==> src/design/adcd_pkg.sv <==
package adcd_pkg;
    // Clock and time base
    localparam int CLK_PERIOD_NS = 50;
    localparam int US_NS = 1000;
    localparam int US_TICK_DEF = (US_NS + CLK_PERIOD_NS - 1) / CLK_PERIOD_NS;
    localparam int DIAG_REFERENCE_POWERED_STATE_US = 400;
    localparam int DIAG_STBY_US = 4500;
    typedef logic [17:0] adcd_us_type;
    // Conversion times per mode, index 0 is the fastest filter mode
    localparam adcd_us_type OL_US [8] = '{18'd384, 18'd442, 18'd791, 18'd1024,
        18'd1490, 18'd2420, 18'd4282, 18'd67119};
    // Regular conversion times shared by the self tests; plain defaults
    localparam adcd_us_type CELL_US [8] = '{18'd300, 18'd400, 18'd700, 18'd1000,
        18'd1500, 18'd2400, 18'd4300, 18'd67000};
    localparam adcd_us_type AUX_US [8] = '{18'd200, 18'd300, 18'd500, 18'd700,
        18'd1000, 18'd1700, 18'd3000, 18'd45000};
    localparam adcd_us_type STAT_US [8] = '{18'd150, 18'd200, 18'd350, 18'd500,
        18'd700, 18'd1200, 18'd2100, 18'd30000};
    // Multiplexer channels stepped by the decoder test
    localparam logic [3:0] MUX_LAST = 4'hf;
    // Command opcodes
    typedef enum logic [3:0] {
        CMD_NONE = 4'h0,
        CMD_AUX_CONVERT = 4'h1,
        CMD_OVERLAP_MEASURE = 4'h2,
        CMD_MUX_TEST = 4'h3,
        CMD_CELL_SELFTEST = 4'h4,
        CMD_AUX_SELFTEST = 4'h5,
        CMD_STATUS_SELFTEST = 4'h6,
        CMD_CELL_CLEAR = 4'h7,
        CMD_AUX_CLEAR = 4'h8,
        CMD_STATUS_CLEAR = 4'h9
    } adcd_op_type;
    // Engine states, Gray along idle-run-store
    typedef enum logic [1:0] {
        ST_IDLE = 2'b00,
        ST_RUN = 2'b01,
        ST_STORE = 2'b11
    } adcd_state_type;
    // Register offsets (byte addresses)
    localparam logic [7:0] ADDR_CMD = 8'h00;
    localparam logic [7:0] ADDR_STATUS = 8'h04;
    localparam logic [7:0] ADDR_FLAGS_LO = 8'h08;
    localparam logic [7:0] ADDR_FLAGS_HI = 8'h0c;
    localparam int ADDR_RES_BIT = 7;
    // Command register fields
    localparam int CMD_OP_LSB = 0;
    localparam int CMD_MODE_LSB = 4;
    localparam int CMD_OPT_LSB = 8;
    // Status register fields
    localparam int STAT_BUSY = 0;
    localparam int STAT_MUXF = 1;
    localparam int STAT_THERMAL_SHUTDOWN_FLAG = 2;
    localparam int STAT_REFERENCE_POWERED_STATE = 3;
    localparam int STAT_REV_LSB = 4;
    // Result slots: 18 cells, G1..G5 REF G6..G9, SC DIE_TEMPERATURE_RESULT VA VD
    localparam int NUM_WORDS = 32;
    localparam int CELL_FIRST = 0;
    localparam int CELL_LAST = 17;
    localparam int AUX_FIRST = 18;
    localparam int AUX_LAST = 27;
    localparam int STAT_FIRST = 28;
    localparam int STAT_LAST = 31;
    localparam int SLOT_C7 = 6;
    localparam int SLOT_C8 = 7;
    localparam int SLOT_C13 = 12;
    localparam int SLOT_C14 = 13;
    localparam int SLOT_REF = 23;
    localparam int FLAGS_W = 36;
    localparam logic [15:0] RES_CLEAR = 16'hffff;
    // Self test options and expected words
    localparam logic [1:0] OPT_10 = 2'b10;
    localparam logic [2:0] MODE_FAST = 3'h0;
    localparam logic [2:0] MODE_SECOND = 3'h1;
    localparam logic [15:0] PAT01_FAST = 16'h9565;
    localparam logic [15:0] PAT01_SECOND = 16'h9553;
    localparam logic [15:0] PAT01_SLOW = 16'h9555;
    localparam logic [15:0] PAT10_FAST = 16'h6a9a;
    localparam logic [15:0] PAT10_SECOND = 16'h6aac;
    localparam logic [15:0] PAT10_SLOW = 16'h6aaa;
endpackage

==> src/design/adcd_core.sv <==
// The implementer's own choices: the register offsets and the Wishbone register port.
`timescale 1ns/1ns
// Contract
// Aux conversion also converts the second reference through converter one into group B.
// Host treats a reference reading outside 2.990V..3.014V as out of tolerance.
// Host compares overlap pairs to verify converter two and converter three.
// Overlap measurement takes 384us fastest up to 67119us slowest, per mode table.
// Overlap stores converter one cell 7 in slot 8, converter two cell 13 in 14.
// Mux test steps all channels; flag 1 on any failure, 0 if all pass.
// Mux failure flag is 1 after power-on reset and after status clear.
// Mux test lasts about 400us from reference-powered state, 4.5ms from standby.
// Host may poll for completion of the mux test instead of waiting.
// Self test feeds the filter a 1-bit test stream instead of the modulator.
// Self test conversion time equals the matching regular conversion in every mode.
// Self test writes 16-bit words into the regular command's result groups.
// Option 01 yields 0x9565, 0x9553, else 0x9555 by mode.
// Option 10 yields 0x6A9A, 0x6AAC, else 0x6AAA by mode.
// Separate self tests exist for cell, auxiliary and status results.
// Cell clear sets every byte of the six cell groups to 0xFF.
// Aux clear sets aux groups to 0xFF except last four registers of group D.
// Status clear keeps revision field and reserved bits reading zero.
// Status clear sets all over/undervoltage, mux failure and thermal flags to 1.
// Status clear presets sum, die temperature and supply results to 0xFF.
// Reading status group B clears the thermal shutdown flag afterwards.
// Busy is reported while a diagnostic or self test conversion runs.
module adcd_core import adcd_pkg::*; #(
    parameter int US_TICK_CYCLES = US_TICK_DEF,
    parameter logic [3:0] REV_CODE = 4'h3 // Arbitrary value
) (
    input wire logic i_mclk,
    input wire logic i_rst,
    input wire logic i_wb_cyc,
    input wire logic i_wb_stb,
    input wire logic i_wb_we,
    input wire logic [7:0] i_wb_adr,
    input wire logic [3:0] i_wb_sel,
    input wire logic [31:0] i_wb_dat,
    output logic [31:0] o_wb_dat,
    output logic o_wb_ack,
    input wire logic i_ref_powered,
    input wire logic i_thermal_event,
    input wire logic i_mux_decode_ok,
    input wire logic i_mod_bit,
    input wire logic [15:0] i_adc1_word,
    input wire logic [15:0] i_adc2_word,
    input wire logic [15:0] i_adc3_word,
    input wire logic [15:0] i_ref2_word,
    output logic o_busy,
    output logic [3:0] o_mux_chan,
    output logic o_filter_bit,
    output logic o_selftest_active
);
    adcd_state_type state_reg;
    adcd_op_type op_reg;
    logic [2:0] mode_reg;
    logic [1:0] opt_reg;
    logic ack_reg;
    logic [31:0] dat_reg;
    logic [17:0] us_reg;
    logic [31:0] tick_reg;
    logic fail_reg;
    logic mux_flag_reg;
    logic thermal_shutdown_flag_reg;
    logic [FLAGS_W-1:0] ovuv_reg;
    logic [15:0] res_mem [NUM_WORDS];
    logic [15:0] pattern;
    logic [31:0] rdata;

    function automatic logic in_range(input int idx, input int lo, input int hi);
        return (idx >= lo) && (idx <= hi);
    endfunction

    function automatic logic is_selftest(input adcd_op_type op);
        return (op == CMD_CELL_SELFTEST) || (op == CMD_AUX_SELFTEST) ||
            (op == CMD_STATUS_SELFTEST);
    endfunction

    // Length of a timed command in microseconds
    function automatic logic [17:0] dur_us(input adcd_op_type op, input logic [2:0] m,
        input logic reference_powered_state);
        case (op)
            CMD_OVERLAP_MEASURE: dur_us = OL_US[m];
            CMD_MUX_TEST: dur_us = reference_powered_state ? 18'(DIAG_REFERENCE_POWERED_STATE_US) : 18'(DIAG_STBY_US);
            CMD_CELL_SELFTEST: dur_us = CELL_US[m];
            CMD_AUX_CONVERT, CMD_AUX_SELFTEST: dur_us = AUX_US[m];
            CMD_STATUS_SELFTEST: dur_us = STAT_US[m];
            default: dur_us = 18'h00001;
        endcase
    endfunction

    // Bus decode; a bus access completes at the edge where ack is high
    wire req = i_wb_cyc & i_wb_stb;
    wire acc = req & ack_reg;
    wire sel_cmd = (i_wb_adr == ADDR_CMD);
    wire sel_status = (i_wb_adr == ADDR_STATUS);
    wire sel_res = i_wb_adr[ADDR_RES_BIT];
    wire [4:0] res_idx = i_wb_adr[6:2];
    wire idle = (state_reg == ST_IDLE);
    wire cmd_wr = acc & i_wb_we & sel_cmd & i_wb_sel[0] & i_wb_sel[1] & idle;
    wire status_rd = acc & ~i_wb_we & sel_status;

    // Command field decode
    wire [3:0] op_field = i_wb_dat[CMD_OP_LSB +: 4];
    wire [2:0] mode_field = i_wb_dat[CMD_MODE_LSB +: 3];
    wire [1:0] opt_field = i_wb_dat[CMD_OPT_LSB +: 2];
    wire adcd_op_type new_op = adcd_op_type'(op_field);
    wire clr_cell = cmd_wr & (new_op == CMD_CELL_CLEAR);
    wire clr_aux = cmd_wr & (new_op == CMD_AUX_CLEAR);
    wire clr_stat = cmd_wr & (new_op == CMD_STATUS_CLEAR);
    wire timed_op = (new_op == CMD_AUX_CONVERT) || (new_op == CMD_OVERLAP_MEASURE) ||
        (new_op == CMD_MUX_TEST) || is_selftest(new_op);
    wire start = cmd_wr & timed_op;

    // Timer: one microsecond per tick window
    wire tick_end = (tick_reg == 32'(US_TICK_CYCLES - 1));
    wire run_done = (state_reg == ST_RUN) & tick_end & (us_reg == 18'h00000);
    wire storing = (state_reg == ST_STORE);
    wire diag_run = (state_reg == ST_RUN) & (op_reg == CMD_MUX_TEST);
    wire st_run = (state_reg == ST_RUN) & is_selftest(op_reg);

    // Busy commands are acked, then dropped
    // Engine state; busy covers run and store so polling sees it unfinished
    always_ff @(posedge i_mclk or posedge i_rst) begin
        if (i_rst) begin
            state_reg <= ST_IDLE;
        end else begin
            case (state_reg)
                ST_IDLE: state_reg <= start ? ST_RUN : ST_IDLE;
                ST_RUN: state_reg <= run_done ? ST_STORE : ST_RUN;
                ST_STORE: state_reg <= ST_IDLE;
                default: state_reg <= ST_IDLE;
            endcase
        end
    end
    assign o_busy = ~idle;

    // Latched command fields, readable back
    always_ff @(posedge i_mclk or posedge i_rst) begin
        if (i_rst) begin
            op_reg <= CMD_NONE;
            mode_reg <= 3'h0;
            opt_reg <= 2'h0;
        end else if (cmd_wr) begin
            op_reg <= new_op;
            mode_reg <= mode_field;
            opt_reg <= opt_field;
        end
    end

    // Loads duration minus one so the run ends at zero
    // Microsecond timer; self tests share the regular tables
    always_ff @(posedge i_mclk or posedge i_rst) begin
        if (i_rst) begin
            us_reg <= 18'h00000;
            tick_reg <= 32'h00000000;
        end else if (start) begin
            us_reg <= dur_us(new_op, mode_field, i_ref_powered) - 18'h00001;
            tick_reg <= 32'h00000000;
        end else if (state_reg == ST_RUN) begin
            tick_reg <= tick_end ? 32'h00000000 : tick_reg + 32'h00000001;
            if (tick_end && us_reg != 18'h00000) begin
                us_reg <= us_reg - 18'h00001;
            end
        end
    end

    // Any low sample fails the walk
    // Decoder test walks every channel and accumulates failures
    always_ff @(posedge i_mclk or posedge i_rst) begin
        if (i_rst) begin
            o_mux_chan <= 4'h0;
            fail_reg <= 1'b0;
        end else if (start) begin
            o_mux_chan <= 4'h0;
            fail_reg <= 1'b0;
        end else if (diag_run) begin
            fail_reg <= fail_reg | ~i_mux_decode_ok;
            if (tick_end && o_mux_chan != MUX_LAST) begin
                o_mux_chan <= o_mux_chan + 4'h1;
            end
        end
    end

    // Clears only start while idle, so no store clash
    // Flags; a thermal event wins over the read clear
    always_ff @(posedge i_mclk or posedge i_rst) begin
        if (i_rst) begin
            mux_flag_reg <= 1'b1;
            thermal_shutdown_flag_reg <= 1'b0;
            ovuv_reg <= '0;
        end else begin
            if (clr_stat) begin
                mux_flag_reg <= 1'b1;
                ovuv_reg <= '1;
            end else if (storing && op_reg == CMD_MUX_TEST) begin
                mux_flag_reg <= fail_reg;
            end
            if (i_thermal_event || clr_stat) begin
                thermal_shutdown_flag_reg <= 1'b1;
            end else if (status_rd) begin
                thermal_shutdown_flag_reg <= 1'b0;
            end
        end
    end

    // Filter sees the test stream only while a self test runs
    // Self test stream and expected word
    adcd_selftest u_selftest (
        .i_mclk(i_mclk),
        .i_rst(i_rst),
        .i_active(st_run),
        .i_option(opt_reg),
        .i_mode(mode_reg),
        .i_mod_bit(i_mod_bit),
        .o_filter_bit(o_filter_bit),
        .o_pattern(pattern)
    );
    assign o_selftest_active = st_run;

    // Each word has its own write port
    // Result words: clears and end-of-conversion stores
    for (genvar gi = 0; gi < NUM_WORDS; gi++) begin : g_word
        wire in_cell = in_range(gi, CELL_FIRST, CELL_LAST);
        wire in_aux = in_range(gi, AUX_FIRST, AUX_LAST);
        wire in_stat = in_range(gi, STAT_FIRST, STAT_LAST);
        wire ol_slot = (gi == SLOT_C7) || (gi == SLOT_C8) || (gi == SLOT_C13) ||
            (gi == SLOT_C14);
        wire st_hit = (op_reg == CMD_CELL_SELFTEST && in_cell) ||
            (op_reg == CMD_AUX_SELFTEST && in_aux) ||
            (op_reg == CMD_STATUS_SELFTEST && in_stat);
        wire conv_hit = (op_reg == CMD_AUX_CONVERT && in_aux) ||
            (op_reg == CMD_OVERLAP_MEASURE && ol_slot);
        wire clr_hit = (clr_cell & in_cell) | (clr_aux & in_aux) | (clr_stat & in_stat);
        wire w_en = clr_hit | (storing & (st_hit | conv_hit));
        logic [15:0] w_dat;
        always_comb begin
            w_dat = RES_CLEAR;
            if (storing && st_hit) begin
                w_dat = pattern;
            end else if (storing && op_reg == CMD_AUX_CONVERT) begin
                w_dat = (gi == SLOT_REF) ? i_ref2_word : i_adc1_word;
            end else if (storing && op_reg == CMD_OVERLAP_MEASURE) begin
                w_dat = (gi == SLOT_C8) ? i_adc1_word :
                    (gi == SLOT_C13) ? i_adc3_word : i_adc2_word;
            end
        end
        always_ff @(posedge i_mclk or posedge i_rst) begin
            if (i_rst) begin
                res_mem[gi] <= RES_CLEAR;
            end else if (w_en) begin
                res_mem[gi] <= w_dat;
            end
        end
    end

    // Low address bits ignored for results
    // Read data; reserved bits read zero, revision is constant
    assign rdata = sel_res ? {16'h0000, res_mem[res_idx]} :
        sel_cmd ? {22'h000000, opt_reg, 1'b0, mode_reg, op_reg} :
        sel_status ? {24'h000000, REV_CODE, i_ref_powered, thermal_shutdown_flag_reg, mux_flag_reg, o_busy} :
        (i_wb_adr == ADDR_FLAGS_LO) ? ovuv_reg[31:0] :
        (i_wb_adr == ADDR_FLAGS_HI) ? {28'h0000000, ovuv_reg[FLAGS_W-1:32]} : 32'h00000000;

    // Data captured with ack, stable while it stands
    // One wait state; every address answers, unmapped reads give zero
    always_ff @(posedge i_mclk or posedge i_rst) begin
        if (i_rst) begin
            ack_reg <= 1'b0;
            dat_reg <= 32'h00000000;
        end else begin
            ack_reg <= req & ~ack_reg;
            if (req && !ack_reg) begin
                dat_reg <= rdata;
            end
        end
    end
    assign o_wb_ack = ack_reg;
    assign o_wb_dat = dat_reg;

    // Counts apart from the timer, so a timer slip shows
    // Helper: cycles spent in a timed command
    logic [31:0] el_cnt;
    logic [31:0] dur_cyc;
    always_ff @(posedge i_mclk or posedge i_rst) begin
        if (i_rst) begin
            el_cnt <= 32'h00000000;
            dur_cyc <= 32'h00000000;
        end else if (start) begin
            el_cnt <= 32'h00000000;
            dur_cyc <= 32'(dur_us(new_op, mode_field, i_ref_powered)) * 32'(US_TICK_CYCLES);
        end else if (state_reg == ST_RUN) begin
            el_cnt <= el_cnt + 32'h00000001;
        end
    end
endmodule

==> src/design/adcd_selftest.sv <==
`timescale 1ns/1ns
// Test stream source in front of the decimation filter
module adcd_selftest import adcd_pkg::*; (
    input wire logic i_mclk,
    input wire logic i_rst,
    input wire logic i_active,
    input wire logic [1:0] i_option,
    input wire logic [2:0] i_mode,
    input wire logic i_mod_bit,
    output logic o_filter_bit,
    output logic [15:0] o_pattern
);
    logic phase_reg;
    logic [15:0] pat_next;
    wire test_bit = phase_reg ^ (i_option == OPT_10);

    // Expected filter word for the active option and mode
    assign pat_next = (i_option == OPT_10) ?
        ((i_mode == MODE_FAST) ? PAT10_FAST : (i_mode == MODE_SECOND) ? PAT10_SECOND : PAT10_SLOW) :
        ((i_mode == MODE_FAST) ? PAT01_FAST : (i_mode == MODE_SECOND) ? PAT01_SECOND : PAT01_SLOW);

    // Stream replaces the modulator bit only while a self test runs
    always_ff @(posedge i_mclk or posedge i_rst) begin
        if (i_rst) begin
            phase_reg <= 1'b0;
            o_filter_bit <= 1'b0;
            o_pattern <= 16'h0000;
        end else begin
            phase_reg <= i_active ? ~phase_reg : 1'b0;
            o_filter_bit <= i_active ? test_bit : i_mod_bit;
            o_pattern <= pat_next;
        end
    end
endmodule

==> config.mk <==
export PLATFORM = sky130hd
export DESIGN_NAME = adcd_core
export DESIGN_NICKNAME = d
export VERILOG_FILES = /design/src/design/adcd_pkg.sv /design/src/design/adcd_core.sv /design/src/design/adcd_selftest.sv
export SDC_FILE = /design/constraint.sdc
export NUM_CORES = 1
export LEC_CHECK = 0
export ABC_AREA = 1
export BUFFER_PORTS_ARGS = -buffer_cell sky130_fd_sc_hd__buf_2
export CAP_MARGIN = 15
export CORE_UTILIZATION = 35
export DETAILED_ROUTE_END_ITERATION = 12
export GPL_ROUTABILITY_DRIVEN = 1
export SETUP_SLACK_MARGIN = 0.1
export SYNTH_ARGS = -nofsm -noshare
export SYNTH_HDL_FRONTEND = slang
export SYNTH_SLANG_ARGS = --single-unit
==> constraint.sdc <==
create_clock -name i_mclk -period 11.55 [get_ports i_mclk]
set_clock_uncertainty 0.2 [all_clocks]
set_input_delay 0.5775 -clock i_mclk [delete_from_list [all_inputs] [get_ports i_mclk]]
set_output_delay 0.5775 -clock i_mclk [all_outputs]
set_load 0.005 [all_outputs]
# == Yosys cells after proc, flatten, opt, wreduce, memory -nomap -nowiden ==
# Memory sizes are Yosys's and may differ from the RTL's.
# Index checks and enable logic that the tools add are counted.
# word_totals
ram_bits,0
reg_bits,232
memories,4
latch_bits,0
out_inout_bits,40
input_bits,117
word_cells,183
mem_bits_ro,576
# memory_table
memory,depth,width,rd,rd_clocked_by_memory_dff,wr,line,text
(name not given),8,18,1,0,0,adcd_core.sv:85,"CMD_AUX_CONVERT, CMD_AUX_SELFTEST: dur_us = AUX_US[m];"
(name not given),8,18,1,0,0,adcd_core.sv:82,CMD_OVERLAP_MEASURE: dur_us = OL_US[m];
(name not given),8,18,1,0,0,adcd_core.sv:86,CMD_STATUS_SELFTEST: dur_us = STAT_US[m];
(name not given),8,18,1,0,0,adcd_core.sv:84,CMD_CELL_SELFTEST: dur_us = CELL_US[m];
# op_classes
shifts,0
addsub,4
n_eq_ne,24
bitwise_logic,37
div_mod_pow,0
n_reduce_logical,32
n_lt_le_gt_ge,2
n_mul,0
muxes,57
# op_table
operator,count
$mux 16,18
$mux 32,7
$mux 18,12
$pmux 18 s5,1
$bmux 16 s5,1
$sub 18x1->18 const B,2
$add 32x1->32 const B,1
$eq 32x5->1 const B,1
$eq 4x3->1 const B,7
$and 1x1->1,22
$logic_not 18->1,1
$reduce_bool 18->1,1
$eq 4x2->1 const B,4
$eq 8x4->1 const B,2
$mux 4,4
$mux 13,1
$reduce_bool 2->1,6
$logic_and 1x1->1,9
$mux 1,9
$eq 4x1->1 const B,2
$eq 4x4->1 const B,2
$eq 8x3->1 const B,1
$logic_not 8->1,1
$logic_or 1x1->1,8
20 further kinds,33

# == Logic depth before layout (Yosys ltp) ==
# logic_depth
depth_word,11
mapped_depth,19
depth_no_buf,19

# == Cells and area by module ==
# From an unflattened synthesis, not the netlist that was laid out.
# unflattened
cells_unflattened,2046
area_unflattened_um2,13997.2
# modules_own_cells
module,instances,cells_per_inst,area_per_inst_um2
adcd_core,1,1998,13599.3
adcd_selftest,1,48,397.9

# == Worst setup path before layout ==
# No wires, ideal clock.
# synth_timing
path_kind,input-to-reg
startpoint,input port i_wb_adr[4]
endpoint,register us_reg[14]
path_slack_ns,8.869
setup_time_ns,0.117
cell_stages,18
required_time_ns,11.233
arrival_ns,2.365
cell_sequence,buf_2 > nor2_1 > nand2_2 > nor2_8 > nand2_4 > nor2_8 > nand2_1 > o21ai_2 > ha_1 > inv_1 > nor2_2 > nand2_2 > nor2_1 > nand2_1 > nand2_1 > nand2_1 > nand2_1 > nand2_1
# synth_between
elab_chain_len,8
elab_cells_between_ends,10
classes_between,mux (1); bitwise (5); reduce/logical (4)
# synth_rtl
item,line,text
from (decl),adcd_core.sv:35,"input wire logic [7:0] i_wb_adr,"
$logic_not 8->1 (*),adcd_core.sv:94,wire sel_cmd = (i_wb_adr == ADDR_CMD);
$and 1x1->1 (*) (4 in a row),adcd_core.sv:99,wire cmd_wr = acc & i_wb_we & sel_cmd & i_wb_sel[0] & i_wb_sel[1] & idle;
$and 1x1->1 (*),adcd_core.sv:112,wire start = cmd_wr & timed_op;
$reduce_bool 2->1 (no source line),n/a,
$reduce_and 2->1 (no source line),n/a,
to (signal assigned),adcd_core.sv:157,"us_reg <= dur_us(new_op, mode_field, i_ref_powered) - 18'h00001;"
to (signal assigned),adcd_core.sv:162,us_reg <= us_reg - 18'h00001;
to (decl),adcd_core.sv:59,logic [17:0] us_reg;
# Mark *: on every way between the ends. The rest lies on a longest branch, timed or not.
# A chain may end at the register's enable or synchronous reset.

# == Worst setup path after layout ==
# layout_timing
startpoint,input port i_wb_adr[3]
endpoint,register res_mem[109] (netlist bit)
# layout_between
elab_chain_len,7
# layout_rtl
item,line,text
$logic_not 8->1,adcd_core.sv:94,
$and 1x1->1 (4 in a row),adcd_core.sv:99,
$and 1x1->1,adcd_core.sv:108,wire clr_aux = cmd_wr & (new_op == CMD_AUX_CLEAR);
$or 1x1->1,adcd_core.sv:234,wire w_en = clr_hit | (storing & (st_hit | conv_hit));
"to (signal, indexed assignment)",adcd_core.sv:251,res_mem[gi] <= w_dat;
to (decl),adcd_core.sv:65,logic [15:0] res_mem [NUM_WORDS];
# Every way passes these cells.

==> impl_metrics.ini <==
[sta]
period_minus_slack_ns = 4.10
worst_pin_slew_ns = 1.18
max_freq_mhz = 244
maxSlewViolCount = 0
finalSetupViolations = 0
max_slew_margin_pct = 21.2
rsz0062_at_grt = false
final.period_utilization_pct = 35.5
hold_viol = 0
finalSetupTns_ns = 0

[setup_path]
r2r_slack_ns = 7.73
rr_worst_depth = 8
critPathLaunch = i_wb_adr[3]
rr_startpoint = state_reg[0]$_DFF_PP0_
arrival_ns = 4.32
cp.required_ns = 11.77
cp-end-kind = flop
path_max_fanout = 32
worstSetupPathType = in2reg
startpoint_type = input port
rr_endpoint = res_mem[109]$_DFFE_PP1P_

[placement]
routabilityCongestion = 0.937
post-dp-hpwl_um = 32700
io_buffers = 131

[grt]
antenna_found_initial = 0
grt_pass1_vias = 12900
grt_max_degree = 136
gr-total-overflow = 0
grt_pass1_wl_um = 71400
grt_util_all_layers_pct = 23.1

[synth]
syn_area_um2 = 13600
ys_ff_latch = 207
yosysSeqAreaShare_pct = 39.2
netlist_instances = 1945
synth_top_area_cell = dfstp_2
syn_nets = 2073
synth_area_per_cell_um2 = 6.97
yosysWarnings = 0
ys_types = 55
synth_top_cells_by_area = dfstp_2 22%, dfrtp_1 17%, nand2_1 14%, o21ai_0 7.1%, nor2_1 5.8%
synth_top_area_share_pct = 21.9

[pwr]
p_int_w = 0.00126
p_switching_w = 0.000446
seq_power_share_pct = 43.6
powerDensity_nw_per_um2 = 112
total_leakage_power_nw = 7.34
comb_power_share_pct = 9.2
peakVddDrop_v = 0.000114
p_total_w = 0.00171
switching_share_pct = 26.2
clock_power_share_pct = 47.1

[floorplanning]
pin_count = 157
die_x_um = 199
die_y_um = 199
rows = 71
coreArea_um2 = 37900
die-area_um2 = 39500
initial_core_util_pct = 35.7

[cts]
post_cts.repair.setup_buffers = 0
cts_sinks = 207
cts_buffers = 25
cts_resized = 0
cts_root_buf = clkbuf_16
cts_tree = built
path_clk_slew_ns = 0.06
cts.path.max_buffers = 3
hold_buffers = 0
clkLatencyLatePin_ns = 0.55
cts_max_level = 1

[final_layout]
largest_register_ffs = 112
syn_to_final_growth_pct = 12.8
n_antenna_cell = 0
drive_above_1_share_pct = 18.0
nFillCells = 4086
nets = 2142

[detailed_routing]
avgViaCountPerCell = 5.35
first_iter_violations = 978
antenna_left = 0
wl_per_cell_um = 17.9
dr_total_vias = 13600
dr.pass1.iters = 5
routed_wl_um = 45400
drc = 0

[outcome]
outcome = finished clean

[flow_run]
maxCapViolCount = 0

[hold_path]
hold_path_class = in2async
==> critical path: stages <==
cell	delay [ns]
buf_2	0.34
nor2_4	0.57
nand2_4	0.12
nor2_8	0.23
nand2_4	0.19
o22ai_4	0.63
inv_2	0.42
a21oi_1	1.02
a22oi_1	0.19
==> how the worst max path moves through the flow <==
stage	end
6_report	res_mem[109]$_DFFE_PP1P_
2_1_floorplan	fail_reg$_DFFE_PP0P_
3_5_place_dp	res_mem[109]$_DFFE_PP1P_
5_1_grt	res_mem[109]$_DFFE_PP1P_
4_1_cts	res_mem[109]$_DFFE_PP1P_
3_3_place_gp	res_mem[103]$_DFFE_PP1P_
==> per-layer routing <==
layer  up-vias  global-route usage [%]  routed length (um)
met1      6581                    31.0               20600
met5         -                       0                   0
met2       381                    38.8               21600
met4         0                    8.09                1450
met3        81                    2.14                1800
li1       6572                       -                   -
==> logic make-up (layout without fill, tap and decap cells) <==
| kind of cell | count (synthesis) | count (layout) | synth area share, % |
|---|---|---|---|
| AOI/OAI and AO/OA | 438 | 438 | 18.2 |
| xor gates and xnor gates | 17 | 17 | 1.10 |
| adders and majority gates | 11 | 11 | 1.02 |
| buffers and inverters | 306 | 394 | 9.42 |
| DFF | 207 | 207 | 39.2 |
| muxes | 1 | 1 | 0.0738 |
| and+or+nand+nor | 965 | 965 | 30.9 |
==> power by group through the flow <==
stage	Sequential, W	Clock, W	Combinational (W)
6_report	0.000744	0.000804	0.000158
5_1_grt	0.000746	0.000847	0.000178
4_1_cts	0.000744	0.000826	0.000159
3_5_place_dp	0.000756	0	0.000158
3_3_place_gp	0.000756	0	0.000157
2_1_floorplan	0.000756	0	0.0000951
==> synth_stat cells, drive strengths merged <==
cell type,count
a211oi,7
a21oi,136
a22o,1
a22oi,21
a311oi,2
a31oi,20
and3,1
buf,47
clkbuf,53
clkinv,8
dfrtp,94
dfstp,113
ha,11
inv,198
mux2i,1
nand2,525
nand3,123
nand3b,2
nand4,30
nor2,233
nor3,29
nor3b,1
nor4,17
nor4b,1
o2111ai,10
o211ai,16
o21a,1
o21ai,196
o221ai,7
o22ai,13
o311ai,1
o31ai,6
o32ai,1
or2,3
xnor2,3
xor2,14
==> layout by cell type (no fill, tap or decap), types with 19 or more instances in the layout <==
master     count
nand2_1      502
dfrtp_1       94
nand3_1      119
nand2_2       19
inv_1        185
o21ai_0      193
clkbuf_16     26
nor2_1       209
dfstp_2      113
nor3_1        29
buf_2        131
a22oi_1       21
nand4_1       30
a21oi_1      135
a31oi_1       20
==> stage by stage <==
| stage | cell area (um2) | setup slack [ns] | instances | util, % | hold slack, ns |
|---|---|---|---|---|---|
| 5_1_grt | 15300 | 7.34 | 2544 | 40.3 | 0.0322 |
| 2_1_floorplan | 13600 | 5.31 | 1945 | - | 0.220 |
| 3_5_place_dp | 14400 | 7.01 | 2498 | 38.1 | 0.237 |
| 4_1_cts | 15300 | 7.60 | 2544 | 40.3 | 0.00292 |
| 6_report | 15300 | 7.45 | 2544 | 40.3 | 0.0208 |
| 3_3_place_gp | 14400 | 7.10 | 2498 | 38.1 | 0.230 |
==> layout make-up <==
| type | instances | area, um2 | share of cell area, % |
|---|---|---|---|
| timing repair buffer | 142 | 738 | 4.83 |
| sequential | 207 | 5320 | 34.8 |
| inverter | 206 | 783 | 5.12 |
| clock buffer | 37 | 742 | 4.85 |
| clock inverter | 9 | 100 | 0.655 |
| tap | 511 | 639 | 4.18 |
| multi-input combinational | 1432 | 6960 | 45.6 |
(Power assumes the default switching activity.)
